## src/logic/txsb_defines.vh

```
`ifndef TXSB_DEFINES_VH
`define TXSB_DEFINES_VH

// Bus geometry
`define TXSB_ADDR_W          14
`define TXSB_IDX_W           12

// Register indexes; byte address is four times the index
`define TXSB_IDX_FS_LO       12'h836
`define TXSB_IDX_FS_HI       12'h837
`define TXSB_IDX_GAP_FIRST   12'h838
`define TXSB_IDX_GAP_LAST    12'h83f
`define TXSB_IDX_REVISION    12'h840
`define TXSB_IDX_SCRATCH     12'h841
`define TXSB_IDX_IDENT0      12'h842
`define TXSB_IDX_IDENT1      12'h843
`define TXSB_IDX_IDENT2      12'h844
`define TXSB_IDX_CONTROL     12'h845
`define TXSB_IDX_CONDITION   12'h846
`define TXSB_IDX_IRQ_STATUS  12'h850
`define TXSB_IDX_IRQ_MASK    12'h851
`define TXSB_IDX_OCT_LO      12'h860
`define TXSB_IDX_OCT_HI      12'h861

// Reset values
`define TXSB_SCRATCH_RESET   32'h00000008
`define TXSB_MASK_RESET      3'h0

// Control register fields
`define TXSB_CTL_COUNT_CLR   0
`define TXSB_CTL_PERR_CLR    1
`define TXSB_CTL_SNAPSHOT    2

// Condition register fields
`define TXSB_COND_PERR       0
`define TXSB_COND_PAUSED     1

// Interrupt status and mask fields
`define TXSB_IRQ_W           3
`define TXSB_IRQ_PERR        0
`define TXSB_IRQ_FS_WRAP     1
`define TXSB_IRQ_OCT_WRAP    2

// Bus responses
`define TXSB_RESP_OKAY       2'h0
`define TXSB_RESP_SLVERR     2'h2

`endif

```

## src/logic/txsb_counter64.v

```verilog
`timescale 1ns/10ps
`default_nettype none

module txsb_counter64 (
  // Clock and reset
  input  wire        clk_in,
  input  wire        resetn_in,
  // Control
  input  wire        clear_in,
  input  wire        freeze_in,
  // Increment
  input  wire        inc_valid_in,
  input  wire [15:0] inc_amount_in,
  // Results
  output wire [63:0] visible_out,
  output reg         parity_err_out,
  output reg         wrap_out
);

  reg  [63:0] count;
  reg  [63:0] snap;
  reg         parity;
  wire [64:0] sum;

  assign sum = {1'b0, count} + {49'h0, inc_amount_in};

  // Live counter; clear beats a coincident increment
  always @(posedge clk_in or negedge resetn_in) begin
    if (!resetn_in) begin
      count    <= 64'h0;
      parity   <= 1'b0;
      wrap_out <= 1'b0;
    end else if (clear_in) begin
      count    <= 64'h0;
      parity   <= 1'b0;
      wrap_out <= 1'b0;
    end else if (inc_valid_in) begin
      count    <= sum[63:0];
      parity   <= ^sum[63:0];
      wrap_out <= sum[64];
    end else begin
      wrap_out <= 1'b0;
    end
  end

  // Parity check catches upsets in the stored count
  always @(posedge clk_in or negedge resetn_in) begin
    if (!resetn_in) begin
      parity_err_out <= 1'b0;
    end else begin
      parity_err_out <= (^count) != parity;
    end
  end

  // Snapshot follows the count until frozen
  always @(posedge clk_in or negedge resetn_in) begin
    if (!resetn_in) begin
      snap <= 64'h0;
    end else if (clear_in) begin
      snap <= 64'h0;
    end else if (!freeze_in) begin
      snap <= count;
    end
  end

  assign visible_out = freeze_in ? snap : count;

endmodule

`default_nettype wire

```

## src/logic/txsb_top.v

```verilog
// Summary of operation
// A 64-bit frame-start count is readable as low and high read-only words.
// A read-only word returns the statistics module revision.
// A scratch word keeps what software writes and resets to 0x08.
// Three read-only words return a twelve-character identifier, first characters lowest.
// While control bit 2 is one, reads show counts frozen at that moment while counting goes on.
// Writing one to control bit 1 clears the parity flag and the bit then drops by itself.
// Writing one to control bit 0 zeroes every counter together and the bit drops by itself.
// Control bits 31 to 3 are reserved and do nothing.
// Condition bit 1 is high exactly while the snapshot bit is set.
// Condition bit 0 latches any counter parity error until cleared; bits 31 to 2 are reserved.
// A 64-bit count of good payload bytes is readable as low and high words.
// Each cycle the increment strobe is high, the 16-bit byte increment is added to that count.
// The reserved gap before the revision word reads zero and ignores writes.
// Reading a counter leaves it unchanged and writes to counter words are ignored.
//
// The AXI4-Lite interface to the registers was left to the implementer.
`timescale 1ns/10ps
`default_nettype none
`include "txsb_defines.vh"

module txsb_top #(
  // Arbitrary neutral values
  parameter [31:0] REVISION_ID = 32'h00000001,
  parameter [31:0] IDENT_WORD0 = 32'h54585342,
  parameter [31:0] IDENT_WORD1 = 32'h414e4b5f,
  parameter [31:0] IDENT_WORD2 = 32'h53544154
) (
  // Clock and reset
  input  wire                      core_clk_in,
  input  wire                      resetn_in,
  // AXI4-Lite write address
  input  wire [`TXSB_ADDR_W-1:0]   s_axi_awaddr_in,
  input  wire                      s_axi_awvalid_in,
  output reg                       s_axi_awready_out,
  // AXI4-Lite write data
  input  wire [31:0]               s_axi_wdata_in,
  input  wire [3:0]                s_axi_wstrb_in,
  input  wire                      s_axi_wvalid_in,
  output reg                       s_axi_wready_out,
  // AXI4-Lite write response
  output reg  [1:0]                s_axi_bresp_out,
  output reg                       s_axi_bvalid_out,
  input  wire                      s_axi_bready_in,
  // AXI4-Lite read address
  input  wire [`TXSB_ADDR_W-1:0]   s_axi_araddr_in,
  input  wire                      s_axi_arvalid_in,
  output reg                       s_axi_arready_out,
  // AXI4-Lite read data
  output reg  [31:0]               s_axi_rdata_out,
  output reg  [1:0]                s_axi_rresp_out,
  output reg                       s_axi_rvalid_out,
  input  wire                      s_axi_rready_in,
  // Transmit path statistics events
  input  wire                      frame_start_strobe_in,
  input  wire [15:0]               good_payload_byte_increment_in,
  input  wire                      good_payload_increment_strobe_in,
  // Interrupt
  output reg                       irq_out
);

  // Word index of a byte address
  function [`TXSB_IDX_W-1:0] word_index;
    input [`TXSB_ADDR_W-1:0] addr;
    begin
      word_index = addr[`TXSB_ADDR_W-1:2];
    end
  endfunction

  // Byte-lane merge of write data into an old value
  function [31:0] lane_merge;
    input [31:0] old_val;
    input [31:0] new_val;
    input [3:0]  strb;
    integer      i;
    begin
      lane_merge = old_val;
      for (i = 0; i < 4; i = i + 1) begin
        if (strb[i]) begin
          lane_merge[i*8 +: 8] = new_val[i*8 +: 8];
        end
      end
    end
  endfunction

  // Write channel holding registers
  reg  [`TXSB_ADDR_W-1:0]  wr_addr;
  reg  [31:0]              wr_data;
  reg  [3:0]               wr_strb;
  reg                      aw_held;
  reg                      w_held;
  wire                     wr_fire;
  wire [`TXSB_IDX_W-1:0]   wr_idx;
  wire [31:0]              wr_bits;
  wire [`TXSB_IDX_W-1:0]   rd_idx;

  // Software registers
  reg  [31:0]              scratch_word;
  reg                      ctl_snapshot;
  reg                      ctl_perr_clr;
  reg                      ctl_count_clr;
  reg                      parity_flag;
  reg  [`TXSB_IRQ_W-1:0]   irq_status;
  reg  [`TXSB_IRQ_W-1:0]   irq_mask;

  // Counter results
  wire [63:0]              fs_visible;
  wire [63:0]              oct_visible;
  wire                     fs_perr;
  wire                     oct_perr;
  wire                     fs_wrap;
  wire                     oct_wrap;
  wire [`TXSB_IRQ_W-1:0]   irq_events;
  wire [`TXSB_IRQ_W-1:0]   irq_w1c;
  wire [`TXSB_IRQ_W-1:0]   next_irq_status;

  // Read path next values
  reg  [31:0]              next_rdata;
  reg  [1:0]               next_rresp;
  reg                      next_wresp_err;

  assign wr_fire = aw_held & w_held & ~s_axi_bvalid_out;
  assign wr_idx  = word_index(wr_addr);
  assign rd_idx  = word_index(s_axi_araddr_in);
  // Only written lanes can set or clear bits
  assign wr_bits = lane_merge(32'h0, wr_data, wr_strb);

  // Frame-start counter, one per strobe
  txsb_counter64 u_frame_start (
    .clk_in         (core_clk_in),
    .resetn_in      (resetn_in),
    .clear_in       (ctl_count_clr),
    .freeze_in      (ctl_snapshot),
    .inc_valid_in   (frame_start_strobe_in),
    .inc_amount_in  (16'h0001),
    .visible_out    (fs_visible),
    .parity_err_out (fs_perr),
    .wrap_out       (fs_wrap)
  );

  // Good payload octet counter
  txsb_counter64 u_good_octets (
    .clk_in         (core_clk_in),
    .resetn_in      (resetn_in),
    .clear_in       (ctl_count_clr),
    .freeze_in      (ctl_snapshot),
    .inc_valid_in   (good_payload_increment_strobe_in),
    .inc_amount_in  (good_payload_byte_increment_in),
    .visible_out    (oct_visible),
    .parity_err_out (oct_perr),
    .wrap_out       (oct_wrap)
  );

  // Write address and data accepted in either order
  always @(posedge core_clk_in or negedge resetn_in) begin
    if (!resetn_in) begin
      s_axi_awready_out <= 1'b1;
      s_axi_wready_out  <= 1'b1;
      aw_held           <= 1'b0;
      w_held            <= 1'b0;
      wr_addr           <= {`TXSB_ADDR_W{1'b0}};
      wr_data           <= 32'h0;
      wr_strb           <= 4'h0;
    end else begin
      if (s_axi_awvalid_in && s_axi_awready_out) begin
        s_axi_awready_out <= 1'b0;
        aw_held           <= 1'b1;
        wr_addr           <= s_axi_awaddr_in;
      end
      if (s_axi_wvalid_in && s_axi_wready_out) begin
        s_axi_wready_out <= 1'b0;
        w_held           <= 1'b1;
        wr_data          <= s_axi_wdata_in;
        wr_strb          <= s_axi_wstrb_in;
      end
      if (wr_fire) begin
        aw_held <= 1'b0;
        w_held  <= 1'b0;
      end
      // Reopen both channels only once the response is taken
      if (s_axi_bvalid_out && s_axi_bready_in) begin
        s_axi_awready_out <= 1'b1;
        s_axi_wready_out  <= 1'b1;
      end
    end
  end

  // Write response classification
  always @* begin
    next_wresp_err = 1'b0;
    case (wr_idx)
      `TXSB_IDX_FS_LO, `TXSB_IDX_FS_HI,
      `TXSB_IDX_REVISION, `TXSB_IDX_SCRATCH,
      `TXSB_IDX_IDENT0, `TXSB_IDX_IDENT1, `TXSB_IDX_IDENT2,
      `TXSB_IDX_CONTROL, `TXSB_IDX_CONDITION,
      `TXSB_IDX_IRQ_STATUS, `TXSB_IDX_IRQ_MASK,
      `TXSB_IDX_OCT_LO, `TXSB_IDX_OCT_HI: begin
        next_wresp_err = 1'b0;
      end
      default: begin
        // Gap words answer OKAY and drop the data
        next_wresp_err = !((wr_idx >= `TXSB_IDX_GAP_FIRST) &&
                           (wr_idx <= `TXSB_IDX_GAP_LAST));
      end
    endcase
  end

  // Write response, one cycle after both halves are held
  always @(posedge core_clk_in or negedge resetn_in) begin
    if (!resetn_in) begin
      s_axi_bvalid_out <= 1'b0;
      s_axi_bresp_out  <= `TXSB_RESP_OKAY;
    end else if (wr_fire) begin
      s_axi_bvalid_out <= 1'b1;
      s_axi_bresp_out  <= next_wresp_err ? `TXSB_RESP_SLVERR : `TXSB_RESP_OKAY;
    end else if (s_axi_bready_in) begin
      s_axi_bvalid_out <= 1'b0;
    end
  end

  // Scratch word
  always @(posedge core_clk_in or negedge resetn_in) begin
    if (!resetn_in) begin
      scratch_word <= `TXSB_SCRATCH_RESET;
    end else if (wr_fire && (wr_idx == `TXSB_IDX_SCRATCH)) begin
      scratch_word <= lane_merge(scratch_word, wr_data, wr_strb);
    end
  end

  // Control bits; upper bits are not stored
  always @(posedge core_clk_in or negedge resetn_in) begin
    if (!resetn_in) begin
      ctl_snapshot  <= 1'b0;
      ctl_perr_clr  <= 1'b0;
      ctl_count_clr <= 1'b0;
    end else begin
      // Action bits live for a single cycle
      ctl_perr_clr  <= 1'b0;
      ctl_count_clr <= 1'b0;
      if (wr_fire && (wr_idx == `TXSB_IDX_CONTROL) && wr_strb[0]) begin
        ctl_snapshot  <= wr_data[`TXSB_CTL_SNAPSHOT];
        ctl_perr_clr  <= wr_data[`TXSB_CTL_PERR_CLR];
        ctl_count_clr <= wr_data[`TXSB_CTL_COUNT_CLR];
      end
    end
  end

  // Parity flag; a new error beats a clear in the same cycle
  always @(posedge core_clk_in or negedge resetn_in) begin
    if (!resetn_in) begin
      parity_flag <= 1'b0;
    end else if (fs_perr || oct_perr) begin
      parity_flag <= 1'b1;
    end else if (ctl_perr_clr) begin
      parity_flag <= 1'b0;
    end
  end

  // Interrupt events and write-one-to-clear
  assign irq_events = {oct_wrap, fs_wrap, (fs_perr | oct_perr)};
  assign irq_w1c = (wr_fire && (wr_idx == `TXSB_IDX_IRQ_STATUS)) ?
                   wr_bits[`TXSB_IRQ_W-1:0] : {`TXSB_IRQ_W{1'b0}};
  assign next_irq_status = (irq_status & ~irq_w1c) | irq_events;

  // Sticky status, mask and registered interrupt line
  always @(posedge core_clk_in or negedge resetn_in) begin
    if (!resetn_in) begin
      irq_status <= {`TXSB_IRQ_W{1'b0}};
      irq_mask   <= `TXSB_MASK_RESET;
      irq_out    <= 1'b0;
    end else begin
      irq_status <= next_irq_status;
      if (wr_fire && (wr_idx == `TXSB_IDX_IRQ_MASK)) begin
        irq_mask <= wr_bits[`TXSB_IRQ_W-1:0] |
                    (irq_mask & ~{`TXSB_IRQ_W{wr_strb[0]}});
      end
      // One cycle behind the status it reflects
      irq_out <= |(irq_status & irq_mask);
    end
  end

  // Read data decode; reads never touch counter state
  always @* begin
    next_rdata = 32'h0;
    next_rresp = `TXSB_RESP_OKAY;
    case (rd_idx)
      `TXSB_IDX_FS_LO: begin
        next_rdata = fs_visible[31:0];
      end
      `TXSB_IDX_FS_HI: begin
        next_rdata = fs_visible[63:32];
      end
      `TXSB_IDX_REVISION: begin
        next_rdata = REVISION_ID;
      end
      `TXSB_IDX_SCRATCH: begin
        next_rdata = scratch_word;
      end
      `TXSB_IDX_IDENT0: begin
        next_rdata = IDENT_WORD0;
      end
      `TXSB_IDX_IDENT1: begin
        next_rdata = IDENT_WORD1;
      end
      `TXSB_IDX_IDENT2: begin
        next_rdata = IDENT_WORD2;
      end
      `TXSB_IDX_CONTROL: begin
        // Reserved control bits read zero
        next_rdata[`TXSB_CTL_SNAPSHOT]  = ctl_snapshot;
        next_rdata[`TXSB_CTL_PERR_CLR]  = ctl_perr_clr;
        next_rdata[`TXSB_CTL_COUNT_CLR] = ctl_count_clr;
      end
      `TXSB_IDX_CONDITION: begin
        next_rdata[`TXSB_COND_PAUSED] = ctl_snapshot;
        next_rdata[`TXSB_COND_PERR]   = parity_flag;
      end
      `TXSB_IDX_IRQ_STATUS: begin
        next_rdata[`TXSB_IRQ_W-1:0] = irq_status;
      end
      `TXSB_IDX_IRQ_MASK: begin
        next_rdata[`TXSB_IRQ_W-1:0] = irq_mask;
      end
      `TXSB_IDX_OCT_LO: begin
        next_rdata = oct_visible[31:0];
      end
      `TXSB_IDX_OCT_HI: begin
        next_rdata = oct_visible[63:32];
      end
      default: begin
        if ((rd_idx >= `TXSB_IDX_GAP_FIRST) && (rd_idx <= `TXSB_IDX_GAP_LAST)) begin
          next_rdata = 32'h0;
        end else begin
          next_rresp = `TXSB_RESP_SLVERR;
        end
      end
    endcase
  end

  // Read channel; one read in flight, data one cycle after the address
  always @(posedge core_clk_in or negedge resetn_in) begin
    if (!resetn_in) begin
      s_axi_arready_out <= 1'b1;
      s_axi_rvalid_out  <= 1'b0;
      s_axi_rdata_out   <= 32'h0;
      s_axi_rresp_out   <= `TXSB_RESP_OKAY;
    end else if (s_axi_arvalid_in && s_axi_arready_out) begin
      s_axi_arready_out <= 1'b0;
      s_axi_rvalid_out  <= 1'b1;
      s_axi_rdata_out   <= next_rdata;
      s_axi_rresp_out   <= next_rresp;
    end else if (s_axi_rvalid_out && s_axi_rready_in) begin
      s_axi_arready_out <= 1'b1;
      s_axi_rvalid_out  <= 1'b0;
    end
  end

endmodule

`default_nettype wire

```

## config.mk

```make
export PLATFORM = sky130hd
export DESIGN_NAME = txsb_top
export DESIGN_NICKNAME = d
export VERILOG_FILES = /design/src/logic/txsb_counter64.v /design/src/logic/txsb_top.v
export VERILOG_INCLUDE_DIRS = /design/src /design/src/logic
export SDC_FILE = /design/constraint.sdc
export NUM_CORES = 1
export LEC_CHECK = 0
export BUFFER_PORTS_ARGS = -buffer_cell sky130_fd_sc_hd__clkbuf_2
export CAP_MARGIN = 15
export CORE_UTILIZATION = 33
export DETAILED_ROUTE_END_ITERATION = 10
export GPL_TIMING_DRIVEN = 0
export PLACE_DENSITY_LB_ADDON = 0.1
export SLEW_MARGIN = 20
export SYNTH_ARGS = -nofsm -noshare
export SYNTH_HDL_FRONTEND = slang
export SYNTH_HIERARCHICAL = 1
export SYNTH_SLANG_ARGS = --single-unit
```

## constraint.sdc

```tcl
create_clock -name core_clk_in -period 5.79 [get_ports core_clk_in]
set_input_delay 0.2895 -clock core_clk_in [delete_from_list [all_inputs] [get_ports core_clk_in]]
set_output_delay 0.2895 -clock core_clk_in [all_outputs]
set_load 0.02 [all_outputs]
```

Word-level counts from Yosys, hierarchy flattened
Index checks and enable logic that the tools add are counted.
{"block": "word_totals", "reg_bits": 398}
{"block": "op_classes", "n_bitwise": 11, "eq_ne": 28, "n_addsub": 2, "muxes": 43, "n_lt_le_gt_ge": 4, "n_reduce_logical": 35}
{"op": "64-bit two-way mux", "n": 8}
{"op": "12-bit equality test (second input constant)", "n": 26}
{"op": "64-bit parity", "n": 4}
{"op": "29-bit one-hot mux with 8 select lines", "n": 1}
{"op": "64-bit by 1-bit adder with 65-bit output (second input constant)", "n": 1}
{"op": "64-bit by 16-bit adder with 65-bit output", "n": 1}
{"op": "1-bit two-way mux", "n": 27}
{"op": "13-bit OR reduction", "n": 2}
{"op": "12-bit >= comparator (second input constant)", "n": 2}
{"op": "12-bit <= comparator (second input constant)", "n": 2}
{"op": "2-bit one-hot mux with 12 select lines", "n": 1}
{"op": "2-bit nonzero test", "n": 9}
{"op": "1-bit logical AND", "n": 12}
{"op": "3-bit AND", "n": 3}
{"op": "1-bit one-hot mux with 9 select lines", "n": 1}
{"op": "2-bit AND reduction", "n": 4}
{"op": "2-bit two-way mux", "n": 3}
{"op": "3-bit two-way mux", "n": 2}
{"op": "3-bit NOT", "n": 2}
{"op": "3-bit bitwise OR", "n": 2}
{"op": "3-bit OR reduction", "n": 1}
{"op": "1-bit AND", "n": 2}
{"op": "1-bit != test", "n": 2}
{"op": "2-bit OR reduction", "n": 1}
{"op": "4 further kinds", "n": 4}

Depth between registers and ports, before layout
{"block": "depth", "depth_word": 7, "ltp_mapped": 15}

Cells and area by module
Netlist, hierarchy kept.
{"mod": "txsb_counter64 at u_frame_start", "instances": 1, "seq_area_each_um2": 3278.1, "area_per_inst_um2": 8529.4, "cells_per_inst": 854}
{"mod": "txsb_counter64 at u_good_octets", "instances": 1, "seq_area_each_um2": 3278.1, "area_per_inst_um2": 8423.1, "cells_per_inst": 822}
{"mod": "txsb_top", "instances": 1, "seq_area_each_um2": 3308.2, "area_per_inst_um2": 6705.2, "cells_per_inst": 595}

Least setup slack after synthesis
Ideal clock, no wire load.
{"block": "synth_path", "path_type": "reg-to-reg", "startpoint": "reg u_frame_start.count[0]", "endpoint": "reg u_frame_start.parity", "path_buffers": 0, "path_stages_with_launch": 15, "setup_slack_ps": 1988, "arrival_time_ps": 3710, "setup_time_ps": 92, "required_ps": 5698, "cell_sequence": "dfrtp_1 -> ha_1 -> inv_1 -> fa_1 -> xnor2_1 -> xnor2_1 -> xnor2_1 -> xnor3_1 -> xnor3_1 -> xnor3_1 -> xnor3_1 -> xnor3_1 -> xnor3_1 -> xnor3_1 -> o31ai_2"}
{"block": "synth_via", "elab_chain_len": 4}
{"element": "start: declaration", "line_no": "txsb_counter64.v:20", "source": "reg [63:0] count;"}
{"element": "start signal: assignment", "line_no": "txsb_counter64.v:38", "source": "count <= sum[63:0];"}
{"element": "64-bit by 1-bit adder with 65-bit output", "line_no": "txsb_counter64.v:25", "source": "assign sum = {1'b0, count} + {49'h0, inc_amount_in};"}
{"element": "64-bit parity", "line_no": "txsb_counter64.v:39", "source": "parity <= ^sum[63:0];"}
{"element": "1-bit two-way mux", "line_no": "txsb_counter64.v:37", "source": "end else if (inc_valid_in) begin"}
{"element": "1-bit two-way mux", "line_no": "txsb_counter64.v:33", "source": "end else if (clear_in) begin"}
{"element": "end signal: assignment", "line_no": "txsb_counter64.v:39"}
{"element": "end: declaration", "line_no": "txsb_counter64.v:22", "source": "reg parity;"}
Every way passes these cells. The select of a mux whose other input is x is not followed.
A chain may end at the register's enable or synchronous reset.

Worst setup path in the final report
Same ends and word-level chain as after synthesis.

==> flow_summary_export.csv <==
group,metric,value,unit
setup_path,crit_fanout,4,
die,core,0.07051,mm2
grt,grt_pass1_wl,120700,um
cells_and_area,seqCellArea,0.009864,mm2
cells_and_area,fill_cells,6976,
place,place_ws,1470,ps
cells_and_area,instances_no_fill,3498,
power_and_ir_drop,leakage,0.01235,uW
cells_and_area,syn2layout_area_growth,17.55,%
sta,rsz0062_at_grt,"false",
detailed_routing,post_drt_wl_per_cell,22.96,um
detailed_routing,drcViolationCount,0,
synth,async_flop_share,100.0,%
setup_path,worstPathRequired,6310,ps
clocking,cts_inserted_buffers,47,
detailed_routing,drt_iter0_drc,1231,
detailed_routing,drt-total-wl,80320,um
power_and_ir_drop,total_power,13760,uW
synth,synth.distinct_cells,105,
cells_and_area,drive_above_1_share,18.48,%
die,die_area,0.07277,mm2
sta,timing.final.ws_setup,1495,ps
setup_path,worstPathCellList,"ha_1 > inv_1 > fa_1 > nand2b_1 > a21oi_1 > nor2_1 > xnor2_1 > xnor3_1 > xnor3_1 > xnor3_1 > xnor3_1 > xnor3_1 > xnor3_1 > o31ai_2",
cells_and_area,final_cell_mix,"dfrtp_1, mux2_2, xnor2_1",
clocking,cts_setup_buffers,0,
setup_path,endpoint_kind,"flop",
setup_path,slowest_delay,470,ps
grt,track_usage,21.98,%
sta,slew_viol_final,0,
die,die_y,269.8,um
clocking,cts_resized,0,
place,gp_congestion,0.9099,
setup_path,cp-start-kind,"flop",
cells_and_area,layout.nets,2690,
clocking,h-tree-depth,2,
power_and_ir_drop,p_per_area,494.6,mW/mm2
setup_path,path_class,"reg2reg",
clocking,path_clk_slew,60,ps
place,dp_hpwl,62640,um
detailed_routing,num_vias,18420,
sta,finalHoldViolCount,0,
cells_and_area,final_area,0.02781,mm2
clocking,cts_tree,"yes",
sta,period_needed,4295,ps
synth,synth_edf_count,0,
synth,synth_warnings,6,
cells_and_area,multi_input_area,0.01332,mm2
sta,clock_skew,56.64,ps
die,start_util,33.55,%
synth,post_synth_instance_area,0.02366,mm2
grt,grt_max_degree,87,
sta,setup_viol,0,
clocking,clockRootBuffer,"clkbuf_16",
cells_and_area,mostFrequentLayoutCell,"dfrtp_1",
sta,period_share,74.17,%
clocking,clkLatencyLatePin,610,ps
clocking,numClockSinks,394,
place,numPlacedInstances,3353,
sta,timing.fmax,232.9,MHz
place,post_dp_cell_area,0.02565,mm2
synth,ys.flop_type,"dfrtp_1",
synth,syn_inst,2271,
job,max-cap-violations,0,
die,ios,131,
grt,grt_pass1_vias,18590,
sta,slew_headroom,25.19,%
setup_path,arrival,4810,ps
sta,tightest_slew,1119,ps
cells_and_area,final_util,39.44,%
grt,overflow,0,
place,port_buffers,120,
setup_path,crit_path_frequent_cell,"xnor3_1",
detailed_routing,final_antenna_net_count,0,
grt,grt_antenna_before_repair,5,
synth,syn_area_per_cell,10.42,um2
power_and_ir_drop,ir_drop,0.0005094,V
min_path,min_path_type,"in2reg",
synth,ys_seq_area_share,41.70,%
setup_path,ff2ff_path_depth,14,
detailed_routing,first_pass_iters,7,
min_path,hold_path_depth,4,
setup_path,r2r_slack,1500,ps
die,rows,97,
setup_path,critical-path-slowest-cell,"xnor3_1",
clocking,clk_path_buf_depth,3,
detailed_routing,vias_per_cell,5.265,
die,die_w,269.8,um
synth,ys_ff_latch,394,
status,status,"completed",
-- synth_stat cells (all sizes together), types with 11 or more instances --
library cell,n,area (um2)
dfrtp,390,9759
mux2,217,2444
xnor2,212,1864
nor2,184,690.7
nand2,153,584.3
nor2b,136,858.3
xor2,85,770.8
clkbuf,82,307.8
ha,80,1001
nand3,74,370.4
a21oi,67,339.1
o21ai,61,324.1
nand4,47,300.3
mux2i,40,400.4
a22oi,35,262.8
nor3,32,171.4
inv,28,105.1
or3,28,176.4
a22o,27,236.5
buf,23,126.4
and3,21,131.4
xnor3,20,451.7
a31oi,17,106.4
and2,15,93.84
a21o,14,105.1
a211oi,12,95.09
nor4,12,90.09
nand2b,11,68.82
-- power breakdown --
group / total [uW] / internal [uW] / switching [uW]
registers: 3840 / 3330 / 518
clock network: 3040 / 1800 / 1250
logic: 6870 / 3690 / 3180
-- final timing paths --
path                                                  start                 endpoint
setup / recovery                     u_frame_start/count[0]     u_frame_start/parity
hold / removal             good_payload_increment_strobe_in  u_good_octets/count[16]
setup reg to reg                     u_frame_start/count[0]     u_frame_start/parity
hold reg to reg                      u_good_octets/wrap_out            irq_status[2]
max in group asynchronous                         resetn_in          scratch_word[3]
min in group asynchronous                         resetn_in  u_frame_start/count[15]
-- kinds of logic after synthesis --
logic type / after synthesis / share of synthesized area [%]
DFF: 394 / 41.70
buffers and inverters: 133 / 2.279
xor gates and xnor gates: 318 / 13.15
muxes: 257 / 12.02
and+or+nand+nor: 769 / 17.04
adders and majority gates: 83 / 4.443
other: 2 / 0.03174
AOI/OAI and AO/OA: 315 / 9.345
-- state kept, by name (all words and copies together), names as in the netlist, 3 cells and up, named ones only --
name / count
u_good_octets/count: 64
u_frame_start/snap: 64
irq_status: 3
wr_strb: 4
wr_data: 32
u_good_octets/snap: 64
u_frame_start/count: 64
s_axi_rdata_out: 32
scratch_word: 32
wr_addr: 12
-- critical path: cells and delay by family, from the launching register on --
| family | cells | cell delay, ps |
|---|---|---|
| flops | 1 | 430 |
| simple gates | 2 | 340 |
| fa+ha+maj | 2 | 640 |
| compound gates | 2 | 420 |
| xor+xnor | 7 | 2310 |
| buf+inv | 1 | 60 |
-- what timing repair did --
action / 4_1_cts / 5_1_grt
hold buffers: 57 / 0
endpoints found under the setup margin: 0 / 0
hold endpoints to repair: 95 / 0
-- per-layer routing --
| metal | wire length (um) | part of all wire [%] | vias to the layer above | GRT usage [%] |
|---|---|---|---|---|
| li1 | - | - | 8542 | - |
| met1 | 38840 | 48 | 9297 | 31.27 |
| met2 | 35830 | 45 | 449 | 34.20 |
| met3 | 3459 | 4.3 | 126 | 3.500 |
| met4 | 2173 | 2.7 | 4 | 6.444 |
| met5 | 25 | 0.031 | - | 0 |
-- through the flow --
step / hold WS [ps] / TNS [ps]
2_1_floorplan: -6.091 / 0
3_3_place_gp: 423.9 / -2006760
3_5_place_dp: 264.8 / 0
4_1_cts: 87.41 / 0
5_1_grt: 171.5 / 0
6_report: 99.99 / 0
-- area by class of cell --
| type | instances | share of cell area (%) |
|---|---|---|
| Timing Repair Buffer | 182 | 4.738 |
| Antenna cell | 4 | 0.03599 |
| Clock inverter | 14 | 0.6614 |
| Clock buffer | 70 | 5.012 |
| Buffer | 105 | 1.561 |
| Sequential cell | 394 | 35.47 |
| Inverter | 28 | 0.3779 |
| Tap cell | 940 | 4.229 |
| Multi-Input combinational cell | 1761 | 47.91 |
Power figures use the tool's default switching activity.
